<file path="src/core/tcba_pkg.sv">
// Constants shared by the two-class bus arbiter and its selector
package tcba_pkg;
	localparam int          N_HI         = 5;
	localparam int          N_LO         = 3;
	localparam int          SYNC_STAGES  = 2;

	// State encodings: six-bit codes, three-bit upper and lower fields
	localparam logic [2:0]  ST_WAIT_UP   = 3'b111;
	localparam logic [5:0]  ST_W0        = 6'h3f;
	localparam logic [5:0]  ST_W1        = 6'h3e;
	localparam logic [5:0]  ST_W2        = 6'h3d;
	localparam logic [5:0]  ST_W3        = 6'h3c;
	localparam logic [5:0]  ST_W4        = 6'h3b;
	localparam logic [2:0]  ST_W_LOW_MIN = 3'h3;
	localparam logic [5:0]  ST_GA0       = 6'h06;
	localparam logic [5:0]  ST_GA1       = 6'h07;
	localparam logic [5:0]  ST_GA2       = 6'h0e;
	localparam logic [5:0]  ST_GA3       = 6'h0f;
	localparam logic [5:0]  ST_GA4       = 6'h16;
	localparam logic [2:0]  ST_GB0_UP    = 3'b101;
	localparam logic [2:0]  ST_GB1_UP    = 3'b110;
	localparam logic [2:0]  ST_GB2_UP    = 3'b100;
	localparam logic [5:0]  ST_RESET     = 6'h3f;

	// Grant vector, active low: [4:0] high class, [7:5] low class
	localparam logic [7:0]  GNT_NONE     = 8'hff;
	localparam int          GNT_LO_BASE  = 5;
endpackage

</file>
<file path="src/core/tcba_sel_if.sv">
// Request and choice signals between arbiter and priority selector
`timescale 1ns/1ps
interface tcba_sel_if;
	logic [4:0] hi_req;
	logic [2:0] lo_req;
	logic [2:0] start;
	logic       hi_any;
	logic [2:0] hi_idx;
	logic       lo_any;
	logic [1:0] lo_idx;

	modport sel (
		input  hi_req,
		input  lo_req,
		input  start,
		output hi_any,
		output hi_idx,
		output lo_any,
		output lo_idx
	);
	modport arb (
		output hi_req,
		output lo_req,
		output start,
		input  hi_any,
		input  hi_idx,
		input  lo_any,
		input  lo_idx
	);
endinterface

</file>
<file path="src/core/tcba_sel.sv">
// Rotating high-class and fixed low-class priority selector
`timescale 1ns/1ps
module tcba_sel (
	tcba_sel_if.sel s
);
	logic [3:0] cand;

	// Ring scan starting at the wait index, so that one is on top
	always_comb begin
		cand     = 4'h0;
		s.hi_any = 1'b0;
		s.hi_idx = 3'h0;
		for (int k = tcba_pkg::N_HI - 1; k >= 0; k--) begin
			cand = {1'b0, s.start} + 4'(k);
			if (cand >= 4'(tcba_pkg::N_HI)) begin
				cand = cand - 4'(tcba_pkg::N_HI);
			end
			if (s.hi_req[cand[2:0]]) begin
				s.hi_any = 1'b1;
				s.hi_idx = cand[2:0];
			end
		end
	end

	// Fixed order, index 0 wins; never rotates
	always_comb begin
		s.lo_any = |s.lo_req;
		if (s.lo_req[0]) begin
			s.lo_idx = 2'd0;
		end else if (s.lo_req[1]) begin
			s.lo_idx = 2'd1;
		end else begin
			s.lo_idx = 2'd2;
		end
	end
endmodule // tcba_sel

</file>
<file path="src/core/tcba_arbiter.sv">
// Two-class synchronous bus arbiter with one-clock guard band
`timescale 1ns/1ps

// How it works
// - Low class served only without high requests
// - Last granted high requester drops to lowest
// - Low class fixed order, index 0 first
// - Exactly one grant held while request held
// - One grantless wait clock after each release
// - Five high, three low, all active low
// - Wait states 3F to 3B evaluate requests
// - High 1 held in state 07 alone
// - Release of high N goes to wait N+1
// - Wait M puts high M on top
// - Low grant returns to its own wait state
// - Only low 2 pending enters 100xxx grant
// - Low grant keeps low bits as return address
// - Preset forces all state and grants high
// - Undefined conditions hold state and grants
// - Six state bits, eight grant bits, one edge
// - Grants fall entering grant, rise entering wait
// - Next values combinational, registered on clock
// - Control pin is preset or output enable
module tcba_arbiter #(
	parameter bit PIN_IS_PRESET = 1'b1
) (
	input  wire logic       sys_clk,
	input  wire logic       sys_rst,
	input  wire logic [4:0] req_hi_n,
	input  wire logic [2:0] req_lo_n,
	input  wire logic       preset_or_output_enable_pin,
	output logic      [7:0] grant_n,
	output logic            grant_oe,
	output logic      [5:0] arb_state
);
	logic [7:0] req_meta;
	logic [7:0] req_sync;
	logic       pin_meta;
	logic       pin_sync;
	logic       async_preset;
	logic [5:0] state;
	logic [5:0] next_state;
	logic [7:0] next_grant;
	logic [4:0] hi_req;
	logic [2:0] lo_req;
	logic       in_wait;
	logic [2:0] wait_idx;
	logic [2:0] succ_idx;
	logic [2:0] ga_idx;
	logic       in_ga;
	logic [1:0] gb_idx;
	logic       in_gb;

	tcba_sel_if sel_bus ();

	tcba_sel u_sel (
		.s (sel_bus.sel)
	);

	// Preset only when the shared pin is strapped that way
	assign async_preset = PIN_IS_PRESET & preset_or_output_enable_pin;

	// Requests are asynchronous to us; two flops kill metastability
	always_ff @(posedge sys_clk) begin
		if (sys_rst) begin
			req_meta <= tcba_pkg::GNT_NONE;
			req_sync <= tcba_pkg::GNT_NONE;
		end else begin
			req_meta <= {req_lo_n, req_hi_n};
			req_sync <= req_meta;
		end
	end

	always_ff @(posedge sys_clk) begin
		if (sys_rst) begin
			pin_meta <= 1'b0;
			pin_sync <= 1'b0;
		end else begin
			pin_meta <= preset_or_output_enable_pin;
			pin_sync <= pin_meta;
		end
	end

	// Active-high internal view of the low-asserted lines
	assign hi_req = ~req_sync[4:0];
	assign lo_req = ~req_sync[7:5];

	// Wait code low bits 111..011 map to index 0..4
	assign in_wait  = (state[5:3] == tcba_pkg::ST_WAIT_UP) &&
	                  (state[2:0] >= tcba_pkg::ST_W_LOW_MIN);
	assign wait_idx = ~state[2:0];

	assign sel_bus.hi_req = hi_req;
	assign sel_bus.lo_req = lo_req;
	assign sel_bus.start  = wait_idx;

	function automatic logic [5:0] ga_code(input logic [2:0] idx);
		unique case (idx)
			3'd0:    ga_code = tcba_pkg::ST_GA0;
			3'd1:    ga_code = tcba_pkg::ST_GA1;
			3'd2:    ga_code = tcba_pkg::ST_GA2;
			3'd3:    ga_code = tcba_pkg::ST_GA3;
			default: ga_code = tcba_pkg::ST_GA4;
		endcase
	endfunction

	function automatic logic [2:0] gb_up(input logic [1:0] idx);
		unique case (idx)
			2'd0:    gb_up = tcba_pkg::ST_GB0_UP;
			2'd1:    gb_up = tcba_pkg::ST_GB1_UP;
			default: gb_up = tcba_pkg::ST_GB2_UP;
		endcase
	endfunction

	// Decode which high grant, if any, the state holds
	always_comb begin
		in_ga  = 1'b1;
		ga_idx = 3'd0;
		unique case (state)
			tcba_pkg::ST_GA0: ga_idx = 3'd0;
			tcba_pkg::ST_GA1: ga_idx = 3'd1;
			tcba_pkg::ST_GA2: ga_idx = 3'd2;
			tcba_pkg::ST_GA3: ga_idx = 3'd3;
			tcba_pkg::ST_GA4: ga_idx = 3'd4;
			default:          in_ga  = 1'b0;
		endcase
	end

	always_comb begin
		in_gb  = 1'b1;
		gb_idx = 2'd0;
		unique case (state[5:3])
			tcba_pkg::ST_GB0_UP: gb_idx = 2'd0;
			tcba_pkg::ST_GB1_UP: gb_idx = 2'd1;
			tcba_pkg::ST_GB2_UP: gb_idx = 2'd2;
			default:             in_gb  = 1'b0;
		endcase
	end

	// Successor wait index, closing the ring after high 4
	assign succ_idx = (ga_idx == 3'(tcba_pkg::N_HI - 1)) ? 3'd0 :
	                  ga_idx + 3'd1;

	always_comb begin
		next_state = state;
		next_grant = grant_n;
		if (in_wait) begin
			if (sel_bus.hi_any) begin
				next_state = ga_code(sel_bus.hi_idx);
				next_grant = tcba_pkg::GNT_NONE;
				next_grant[sel_bus.hi_idx] = 1'b0;
			end else if (sel_bus.lo_any) begin
				// Low bits kept as the return address
				next_state = {gb_up(sel_bus.lo_idx), state[2:0]};
				next_grant = tcba_pkg::GNT_NONE;
				next_grant[tcba_pkg::GNT_LO_BASE + 32'(sel_bus.lo_idx)] =
					1'b0;
			end
		end else if (in_ga) begin
			if (!hi_req[ga_idx]) begin
				next_state = {tcba_pkg::ST_WAIT_UP, ~succ_idx};
				next_grant = tcba_pkg::GNT_NONE;
			end
		end else if (in_gb) begin
			if (!lo_req[gb_idx]) begin
				next_state = {tcba_pkg::ST_WAIT_UP, state[2:0]};
				next_grant = tcba_pkg::GNT_NONE;
			end
		end
	end

	// State and grants share one edge and one preset
	always_ff @(posedge sys_clk or posedge async_preset) begin
		if (async_preset) begin
			state <= tcba_pkg::ST_RESET;
		end else if (sys_rst) begin
			state <= tcba_pkg::ST_RESET;
		end else begin
			state <= next_state;
		end
	end

	always_ff @(posedge sys_clk or posedge async_preset) begin
		if (async_preset) begin
			grant_n <= tcba_pkg::GNT_NONE;
		end else if (sys_rst) begin
			grant_n <= tcba_pkg::GNT_NONE;
		end else begin
			grant_n <= next_grant;
		end
	end

	assign arb_state = state;

	// In enable mode a high pin floats the grant drivers
	always_ff @(posedge sys_clk) begin
		if (sys_rst) begin
			grant_oe <= 1'b0;
		end else begin
			grant_oe <= PIN_IS_PRESET ? 1'b1 : ~pin_sync;
		end
	end

	AST_ONE_GRANT: assert property (@(posedge sys_clk)
		disable iff (sys_rst || async_preset)
		$countones(~grant_n) <= 1)
		else $error("more than one grant low");

	AST_HI_BLOCKS_LO: assert property (@(posedge sys_clk)
		disable iff (sys_rst || async_preset)
		(in_wait && (|hi_req)) |=> (grant_n[7:5] == 3'b111))
		else $error("low grant while high request pending");

	AST_GUARD_BAND: assert property (@(posedge sys_clk)
		disable iff (sys_rst || async_preset)
		(grant_n != tcba_pkg::GNT_NONE) ##1 (grant_n == tcba_pkg::GNT_NONE)
		|-> in_wait)
		else $error("release did not land in a wait state");

	AST_HOLD_GA1: assert property (@(posedge sys_clk)
		disable iff (sys_rst || async_preset)
		(state == tcba_pkg::ST_GA1 && hi_req[1]) |=>
		(state == tcba_pkg::ST_GA1 && grant_n == 8'hfd))
		else $error("grant to high 1 not held");

	AST_RELEASE_GA1: assert property (@(posedge sys_clk)
		disable iff (sys_rst || async_preset)
		(state == tcba_pkg::ST_GA1 && !hi_req[1]) |=>
		(state == tcba_pkg::ST_W2 && grant_n == tcba_pkg::GNT_NONE))
		else $error("high 1 release did not reach wait 2");

	AST_RING_WRAP: assert property (@(posedge sys_clk)
		disable iff (sys_rst || async_preset)
		(state == tcba_pkg::ST_GA4 && !hi_req[4]) |=>
		(state == tcba_pkg::ST_W0))
		else $error("high 4 release did not wrap to wait 0");

	AST_LO_RETURN: assert property (@(posedge sys_clk)
		disable iff (sys_rst || async_preset)
		(in_gb && !lo_req[gb_idx]) |=>
		(state[5:3] == tcba_pkg::ST_WAIT_UP &&
		 state[2:0] == $past(state[2:0])))
		else $error("low grant did not return to its wait state");

	AST_LO2_ENTRY: assert property (@(posedge sys_clk)
		disable iff (sys_rst || async_preset)
		(in_wait && hi_req == 5'h00 && lo_req == 3'b100) |=>
		(state[5:3] == tcba_pkg::ST_GB2_UP &&
		 state[2:0] == $past(state[2:0]) && grant_n == 8'h7f))
		else $error("low 2 grant entry wrong");

	AST_LO_FIXED: assert property (@(posedge sys_clk)
		disable iff (sys_rst || async_preset)
		(in_wait && hi_req == 5'h00 && lo_req[0]) |=> (grant_n == 8'hdf))
		else $error("low 0 did not win");

	AST_RING_TOP: assert property (@(posedge sys_clk)
		disable iff (sys_rst || async_preset)
		(in_wait && hi_req[wait_idx]) |=> !grant_n[$past(wait_idx)])
		else $error("wait index requester not on top");

	AST_UNDEF_HOLD: assert property (@(posedge sys_clk)
		disable iff (sys_rst || async_preset)
		(!in_wait && !in_ga && !in_gb) |=>
		($stable(state) && $stable(grant_n)))
		else $error("undefined state did not hold");

	AST_WAIT_NO_GRANT: assert property (@(posedge sys_clk)
		disable iff (sys_rst || async_preset)
		in_wait |-> (grant_n == tcba_pkg::GNT_NONE))
		else $error("grant low in a wait state");

	AST_GRANT_IN_GRANT: assert property (@(posedge sys_clk)
		disable iff (sys_rst || async_preset)
		(grant_n != tcba_pkg::GNT_NONE) |-> (in_ga || in_gb))
		else $error("grant low outside a grant state");

	AST_GA_ONE_LINE: assert property (@(posedge sys_clk)
		disable iff (sys_rst || async_preset)
		in_ga |-> (!grant_n[ga_idx] && $countones(~grant_n) == 1))
		else $error("high grant state drives wrong grant line");

	AST_GB_ONE_LINE: assert property (@(posedge sys_clk)
		disable iff (sys_rst || async_preset)
		in_gb |-> (!grant_n[tcba_pkg::GNT_LO_BASE + 32'(gb_idx)] &&
		           $countones(~grant_n) == 1))
		else $error("low grant state drives wrong grant line");

	AST_HI_HOLD: assert property (@(posedge sys_clk)
		disable iff (sys_rst || async_preset)
		(in_ga && hi_req[ga_idx]) |=>
		($stable(state) && $stable(grant_n)))
		else $error("high grant dropped while request held");

	AST_LO_HOLD: assert property (@(posedge sys_clk)
		disable iff (sys_rst || async_preset)
		(in_gb && lo_req[gb_idx]) |=>
		($stable(state) && $stable(grant_n)))
		else $error("low grant dropped while request held");

	AST_HI_RELEASE: assert property (@(posedge sys_clk)
		disable iff (sys_rst || async_preset)
		(in_ga && !hi_req[ga_idx]) |=>
		(in_wait && grant_n == tcba_pkg::GNT_NONE &&
		 wait_idx == (($past(ga_idx) == 3'(tcba_pkg::N_HI - 1)) ? 3'd0 :
		              $past(ga_idx) + 3'd1)))
		else $error("high release did not reach the next wait state");

	AST_WAIT_LEAVES: assert property (@(posedge sys_clk)
		disable iff (sys_rst || async_preset)
		(in_wait && ((|hi_req) || (|lo_req))) |=> !in_wait)
		else $error("pending request kept waiting past one clock");

	AST_IDLE_HOLDS: assert property (@(posedge sys_clk)
		disable iff (sys_rst || async_preset)
		(in_wait && hi_req == 5'h00 && lo_req == 3'h0) |=>
		($stable(state) && grant_n == tcba_pkg::GNT_NONE))
		else $error("idle wait state did not hold");
endmodule // tcba_arbiter

</file>
<file path="config.mk">
export PLATFORM = sky130hd
export DESIGN_NAME = tcba_arbiter
export DESIGN_NICKNAME = d
export VERILOG_FILES = /design/src/core/tcba_pkg.sv /design/src/core/tcba_sel_if.sv /design/src/core/tcba_sel.sv /design/src/core/tcba_arbiter.sv
export SDC_FILE = /design/constraint.sdc
export NUM_CORES = 1
export LEC_CHECK = 0
export BUFFER_PORTS_ARGS = -buffer_cell sky130_fd_sc_hd__buf_4
export CORE_ASPECT_RATIO = 1.75
export CORE_MARGIN = 2
export CORE_UTILIZATION = 35
export CTS_CLUSTER_DIAMETER = 60
export DETAILED_ROUTE_END_ITERATION = 12
export GPL_ROUTABILITY_DRIVEN = 0
export MAX_ROUTING_LAYER = met4
export SLEW_MARGIN = 20
export SYNTH_ARGS = -nofsm -noshare
export SYNTH_HDL_FRONTEND = slang
export SYNTH_SLANG_ARGS = --single-unit
</file>
<file path="constraint.sdc">
create_clock -name sys_clk -period 9.9 [get_ports sys_clk]
set_input_delay 1.98 -clock sys_clk [delete_from_list [all_inputs] [get_ports sys_clk]]
set_output_delay 1.98 -clock sys_clk [all_outputs]
set_load 0.03 [all_outputs]
</file>
After elaboration in Yosys (flattened, before gate mapping)
Cells that the tools add are included.
{ "classes": {"bitwise": 6, "magnitude_cmp": 17, "muxes": 59, "n_reduce_logical": 12, "n_eq_ne": 19, "addsub": 11} }
{ "op_table": {"columns": ["cell", "count"], "rows": [
  ["two-way mux 8 bit", 8],
  ["two-way mux 6 bit", 8],
  ["two-way mux 3 bit", 11],
  ["< comparator 3 x 4 -> 1 bit, second input constant", 7],
  ["one-hot mux 5 bit (4 select lines)", 1],
  ["binary-select mux 1 bit (select 3 bit)", 6],
  ["two-way mux 1 bit", 17],
  [">= comparator 4 x 3 -> 1 bit, second input constant", 4],
  ["NOT 8 bit", 2],
  ["equality test 3 bit, second input constant", 5],
  ["subtractor 3 bit, second input constant", 5],
  ["equality test 6 x 3 -> 1 bit, second input constant", 2],
  ["equality test 6 x 4 -> 1 bit, second input constant", 2],
  ["one-hot mux 3 bit (4 select lines)", 1],
  ["NOT 3 bit", 3],
  ["adder 3 x 2 -> 4 bit, second input constant", 2],
  ["inequality test 4 bit, second input constant", 2],
  ["one-hot mux 2 bit (2 select lines)", 2],
  ["demux 1 bit (select 3 bit)", 2],
  ["equality test 3 x 2 -> 1 bit, second input constant", 2],
  ["equality test 6 x 5 -> 1 bit, second input constant", 1],
  ["OR reduction 3 bit", 2],
  ["NOT 5 bit", 1],
  ["OR reduction 5 bit", 1],
  ["other kinds (24)", 27]
]} }
{ "word_totals": {"inputBits": 11, "elab_cells": 130, "out_inout_bits": 15, "regBits": 31} }

Logic depth before layout (Yosys ltp)
{ "logic_depth": {"depth_word": 19, "depth_mapped": 15, "ltp_nobuf": 12} }

By module
From an unflattened synthesis, not the netlist that was laid out.
{ "unflattened": {"cells_unflattened": 305, "area_unflattened_um2": 2690.1} }
{ "modules_own_cells": {"columns": ["module", "cells_each", "area_each_um2", "seq_area_each_um2", "instances"], "rows": [
  ["tcba_arbiter", 160, 1591.5, 708.2, 1],
  ["tcba_sel", 145, 1098.6, 0.0, 1]
]} }

Worst setup path after synthesis
Ideal clock, no wire load.
{ "synth_timing": {"path_kind": "register to register", "startpoint": "register state[1], in the netlist arb_state[1]", "endpoint": "register grant_n[4]", "setup_slack_ps": 6440, "path_stages_with_launch": 12, "period_less_slack_ps": 3460, "path_buffers": 2, "t_arrival_ps": 3381, "cell_sequence": "dfstp_2 -> buf_2 -> inv_1 -> fa_1 -> a21oi_2 -> xnor2_2 -> mux2i_1 -> a211o_1 -> a2111o_1 -> o31a_4 -> buf_6 -> o22a_1"} }
{ "synth_via": {"elab_chain_len": 19} }
{ "synth_rtl": {"columns": ["item", "line", "rtl"], "rows": [
  ["start: declaration", "tcba_arbiter.sv:41", "logic [5:0] state;"],
  ["start signal: assignment", "tcba_arbiter.sv:175", "state <= tcba_pkg::ST_RESET;"],
  ["start signal: assignment", "tcba_arbiter.sv:177", "state <= tcba_pkg::ST_RESET;"],
  ["start signal: assignment", "tcba_arbiter.sv:179", "state <= next_state;"],
  ["NOT 3 bit", "tcba_arbiter.sv:91", "assign wait_idx = ~state[2:0];"],
  ["adder 3 x 3 -> 4 bit", "tcba_sel.sv:14", "cand = {1'b0, s.start} + 4'(k);"],
  [">= comparator 4 x 3 -> 1 bit or subtractor 3 bit (tied branches)", "tcba_sel.sv:15, tcba_sel.sv:16", null],
  ["two-way mux 3 bit", "tcba_sel.sv:15", "if (cand >= 4'(tcba_pkg::N_HI)) begin"],
  ["binary-select mux 1 bit (select 3 bit)", "tcba_sel.sv:18", "if (s.hi_req[cand[2:0]]) begin"],
  ["two-way mux 1 bit (implied by the code)", "tcba_sel.sv:18", null],
  ["two-way mux 3 bit (5 in series)", "tcba_sel.sv:18", null],
  ["< comparator 3 x 4 -> 1 bit (implied by the code) or >= comparator 3 x 1 -> 1 bit (tied branches)", "tcba_arbiter.sv:151", "next_grant[sel_bus.hi_idx] = 1'b0;"],
  ["logical AND 1 bit (implied by the code)", "tcba_arbiter.sv:151", null],
  ["two-way mux 1 bit (implied by the code)", "tcba_arbiter.sv:151", null],
  ["demux 1 bit (select 3 bit)", "tcba_arbiter.sv:151", null],
  ["NOT 8 bit (no line)", null, null],
  ["two-way mux 8 bit", "tcba_arbiter.sv:148", "if (sel_bus.hi_any) begin"],
  ["two-way mux 8 bit", "tcba_arbiter.sv:147", "if (in_wait) begin"],
  ["two-way mux 8 bit", "tcba_arbiter.sv:186", "end else if (sys_rst) begin"],
  ["end signal: assignment", "tcba_arbiter.sv:185", "grant_n <= tcba_pkg::GNT_NONE;"],
  ["end signal: assignment", "tcba_arbiter.sv:187", "grant_n <= tcba_pkg::GNT_NONE;"],
  ["end signal: assignment", "tcba_arbiter.sv:189", "grant_n <= next_grant;"],
  ["end: declaration", "tcba_arbiter.sv:32", "output logic [7:0] grant_n,"]
]} }
Parallel ways exist; a longest one is shown, timed or not. The select of a mux whose other input is x is not followed.
A chain may end at the register's enable or synchronous reset.

Worst setup path after layout
{ "layout_timing": {"startpoint": "register state[0], in the netlist arb_state[0]", "endpoint": "register grant_n[0]"} }
The elaborated chain is that of the path after synthesis.

==> reports/results.tsv <==
stage	metric	value	unit
sta	finalSetupViolCount	0	
power_and_ir_drop	combPwrFrac	0.560	
global_route	grt_util_all_layers	0.1800	
worst_setup_path	reg2reg_from	arb_state[0]	
clock_network	ctsLongestPathBuffers	2	
global_route	grt_pass1_vias	2297	
route	drt-total-wl	7.050	mm
flow_run	drv_cap	0	
clock_network	post_cts_resized	0	
clock_network	cts_made_buffers	5	
power_and_ir_drop	p_sw_frac	0.4698	
worst_setup_path	crit_chain	inv_2 > ha_1 > inv_1 > a32o_1 > a211o_1 > a2111o_1 > o31a_4 > nor3b_1 > a31oi_1	
route	drtAntennaViolNets	0	
global_route	grt_overflow	0	
clock_network	clock_latency	0.28	ns
placement	port_buffers	25	
die	row_count	41	
power_and_ir_drop	vdd_drop_max	0.1840	mV
worst_setup_path	r2r_end	grant_n[0]	
worst_setup_path	reg2reg_slack	5.73	ns
synthesis	synth_flop_cell	dfxtp_1	
worst_setup_path	critPathCaptureType	flip-flop	
sta	worst_pin_slew	0.6349	ns
clock_network	cts_hold_buf	0	
layout	multi_input_area	1730	µm²
power_and_ir_drop	cellInternalPower	0.4141	mW
clock_network	post_cts_buffers	0	
clock_network	clk_transition_reported_paths	0.05	ns
power_and_ir_drop	clkPwrFrac	0.188	
layout	num-nets-final	340	
worst_setup_path	ff2ff_path_depth	9	
hold_path	holdCritStartpoint	req_meta[4]	
layout	final_area	2935	µm²
synthesis	syn_area_per_cell	8.717	µm²
synthesis	synthTopCellsByArea	dfstp_2, dfxtp_1, ha_1, mux2i_1, or2_2	
synthesis	synthArstFlopShare	0.4516	
hold_path	worstHoldPathCells	1	
die	dieArea	8206	µm²
die	die_h	118.3	µm
synthesis	yosysTopAreaCell	dfstp_2	
layout	drive_gt1_frac	0.2516	
sta	finalCritPeriodShare	0.4213	
sta	setup_tns	0	ns
power_and_ir_drop	powerDensity	266.1	nW/µm²
layout	seqCellArea	708.2	µm²
power_and_ir_drop	p_leak	1.223	nW
hold_path	min_to	req_sync[4]	
sta	hold_violations	0	
die	die_x	69.34	µm
synthesis	yosysMostFrequentCell	nor2_1	
global_route	grt_pass1_wl	11.40	mm
route	vias_per_cell	5.843	
layout	area.growth.synth_to_final	12.25	%
clock_network	cts_tree	done	
layout	antenna-diode-count	0	
run_status	run_status	finished clean	
die	initial_utilization	0.3615	
worst_setup_path	critPathBufInv	2	
power_and_ir_drop	p_sw	0.3669	mW
sta	final_max_slew_viol_count	0	
route	vias	2337	
synthesis	ys_seq_area_frac	0.2708	
sta	relSlewSlack	0.5723	
route	wl_per_cell	17.63	µm
clock_network	ctsHtreeMaxLevel	2	
global_route	antenna_found_initial	0	
hold_path	hold_path_class	flip-flop to flip-flop	
synthesis	ys_warn_count	0	
worst_setup_path	cp_data_required_time	10.11	ns
synthesis	yosysUniqueCellTypes	71	
worst_setup_path	criticalPathCategory	flip-flop to flip-flop	
synthesis	synth.top_cells.by_count	nor2_1, nand2_1, dfxtp_1	
die	boundaryPins	26	
global_route	grt_max_degree	33	
worst_setup_path	cp-start-kind	flip-flop	
worst_setup_path	cpPeakStageDelay	0.89	ns
synthesis	synthCells	300	
placement	placed_area	2790	µm²
die	coreArea	7233	µm²
sta	rsz0062_at_grt	false	
placement	hpwl	5.467	mm
sta	fmax	239.8	MHz
sta	fin_crit	4.171	ns
worst_setup_path	cp.arrival	4.38	ns
synthesis	synth_top_area_frac	0.1407	
clock_network	root_buffer	clkbuf_16	
sta	fin_worst_skew	0.006655	ns
worst_setup_path	path_delay_family	compound AO/OA/AOI/OAI gates	
route	drc	0	
worst_setup_path	cp_max_fo	32	
clock_network	cts.sinks	31	
synthesis	syn-cell-area	2615	µm²
worst_setup_path	crit_path_top_delay_cell	dfstp_2	
synthesis	ys_seq_elements	31	
route	drt-pass1-iter-count	4	
power_and_ir_drop	seq_power_share	0.252	
synthesis	synth_edf_count	0	
synthesis	synth_fp_nets	327	
route	initialDrtViolationCount	90	
layout	nFillCells	747	
-- registers in the layout (all words and copies together), names as in the netlist --
name,count
req_meta,8
grant_n,8
grant_oe,1
req_sync,8
arb_state,6
-- metrics by stage --
step | total power, mW | hold WS, ns | instances | util | setup slack [ns]
floorplan | 0.5423 | 0.3895 | 300 | - | 6.440
detailed placement | 0.6325 | 0.3932 | 392 | 0.3857 | 5.743
global placement | 0.6283 | 0.3908 | 392 | 0.3857 | 5.789
finish | 0.7811 | 0.4043 | 400 | 0.4058 | 5.729
CTS | 0.7820 | 0.4058 | 400 | 0.4058 | 5.748
global route | 0.8316 | 0.4189 | 400 | 0.4058 | 5.456
-- how the worst max path moves through the flow --
| stage | slack [ns] | to | cells past startpoint | from |
|---|---|---|---|---|
| final | 5.73 | grant_n[0] | 9 | arb_state[0] |
| after global routing | 5.46 | arb_state[2] | 10 | arb_state[0] |
| after floorplan | 6.44 | grant_n[4] | 11 | arb_state[1] |
| after CTS | 5.75 | grant_n[0] | 9 | arb_state[0] |
| after detailed placement | 5.74 | grant_n[0] | 9 | arb_state[0] |
| after global placement | 5.79 | grant_n[0] | 9 | arb_state[0] |
-- cell usage in the layout (no fill, tap or decap), types with 4 or more instances in the layout --
| cell type | n |
|---|---|
| dfstp_2 | 14 |
| ha_1 | 15 |
| nor2_1 | 25 |
| nand4_1 | 4 |
| o21ai_0 | 6 |
| nand2_1 | 18 |
| a21o_1 | 5 |
| inv_1 | 14 |
| nor3_1 | 9 |
| a31oi_1 | 6 |
| a21oi_1 | 15 |
| dfxtp_1 | 17 |
| nand3_1 | 7 |
| a2111oi_0 | 4 |
| nor2b_1 | 7 |
| nand2b_1 | 6 |
| buf_4 | 25 |
| or2_2 | 16 |
| clkbuf_16 | 5 |
| a211o_1 | 5 |
| mux2i_1 | 15 |
-- cell type report --
cell class,count,share of cell area
tap,86,0.03666
clock buffer,5,0.04263
sequential,31,0.2413
multi-input combinational,235,0.5895
inverter,15,0.01918
clock inverter,3,0.006820
timing repair buffer,25,0.06394
-- layer usage --
metal / vias to the layer above / GRT usage / routed length [µm]
li1: 1134 / - / -
met5: - / - / 0
met4: 0 / 0.1458 / 485
met1: 1103 / 0.1755 / 2580
met2: 73 / 0.3197 / 3785
met3: 27 / 0.01279 / 199
-- power by group through the flow --
stage | clock network, mW | logic, mW | registers, mW
finish | 0.147 | 0.437 | 0.197
global route | 0.155 | 0.475 | 0.202
CTS | 0.151 | 0.434 | 0.197
detailed placement | 0 | 0.433 | 0.199
global placement | 0 | 0.431 | 0.198
floorplan | 0 | 0.335 | 0.208
-- cell families (layout without fill, tap and decap cells) --
family | Yosys count | in the layout | synth area share
AO/OA/AOI/OAI | 82 | 82 | 0.2488
XOR/XNOR | 6 | 6 | 0.02297
adder cells (fa/ha/maj) | 16 | 16 | 0.07943
buffers and inverters | 34 | 48 | 0.06746
flip-flops | 31 | 31 | 0.2708
multiplexers | 19 | 19 | 0.08325
AND/OR/NAND/NOR | 112 | 112 | 0.2273
No activity file was read; power rests on OpenSTA's default activity.
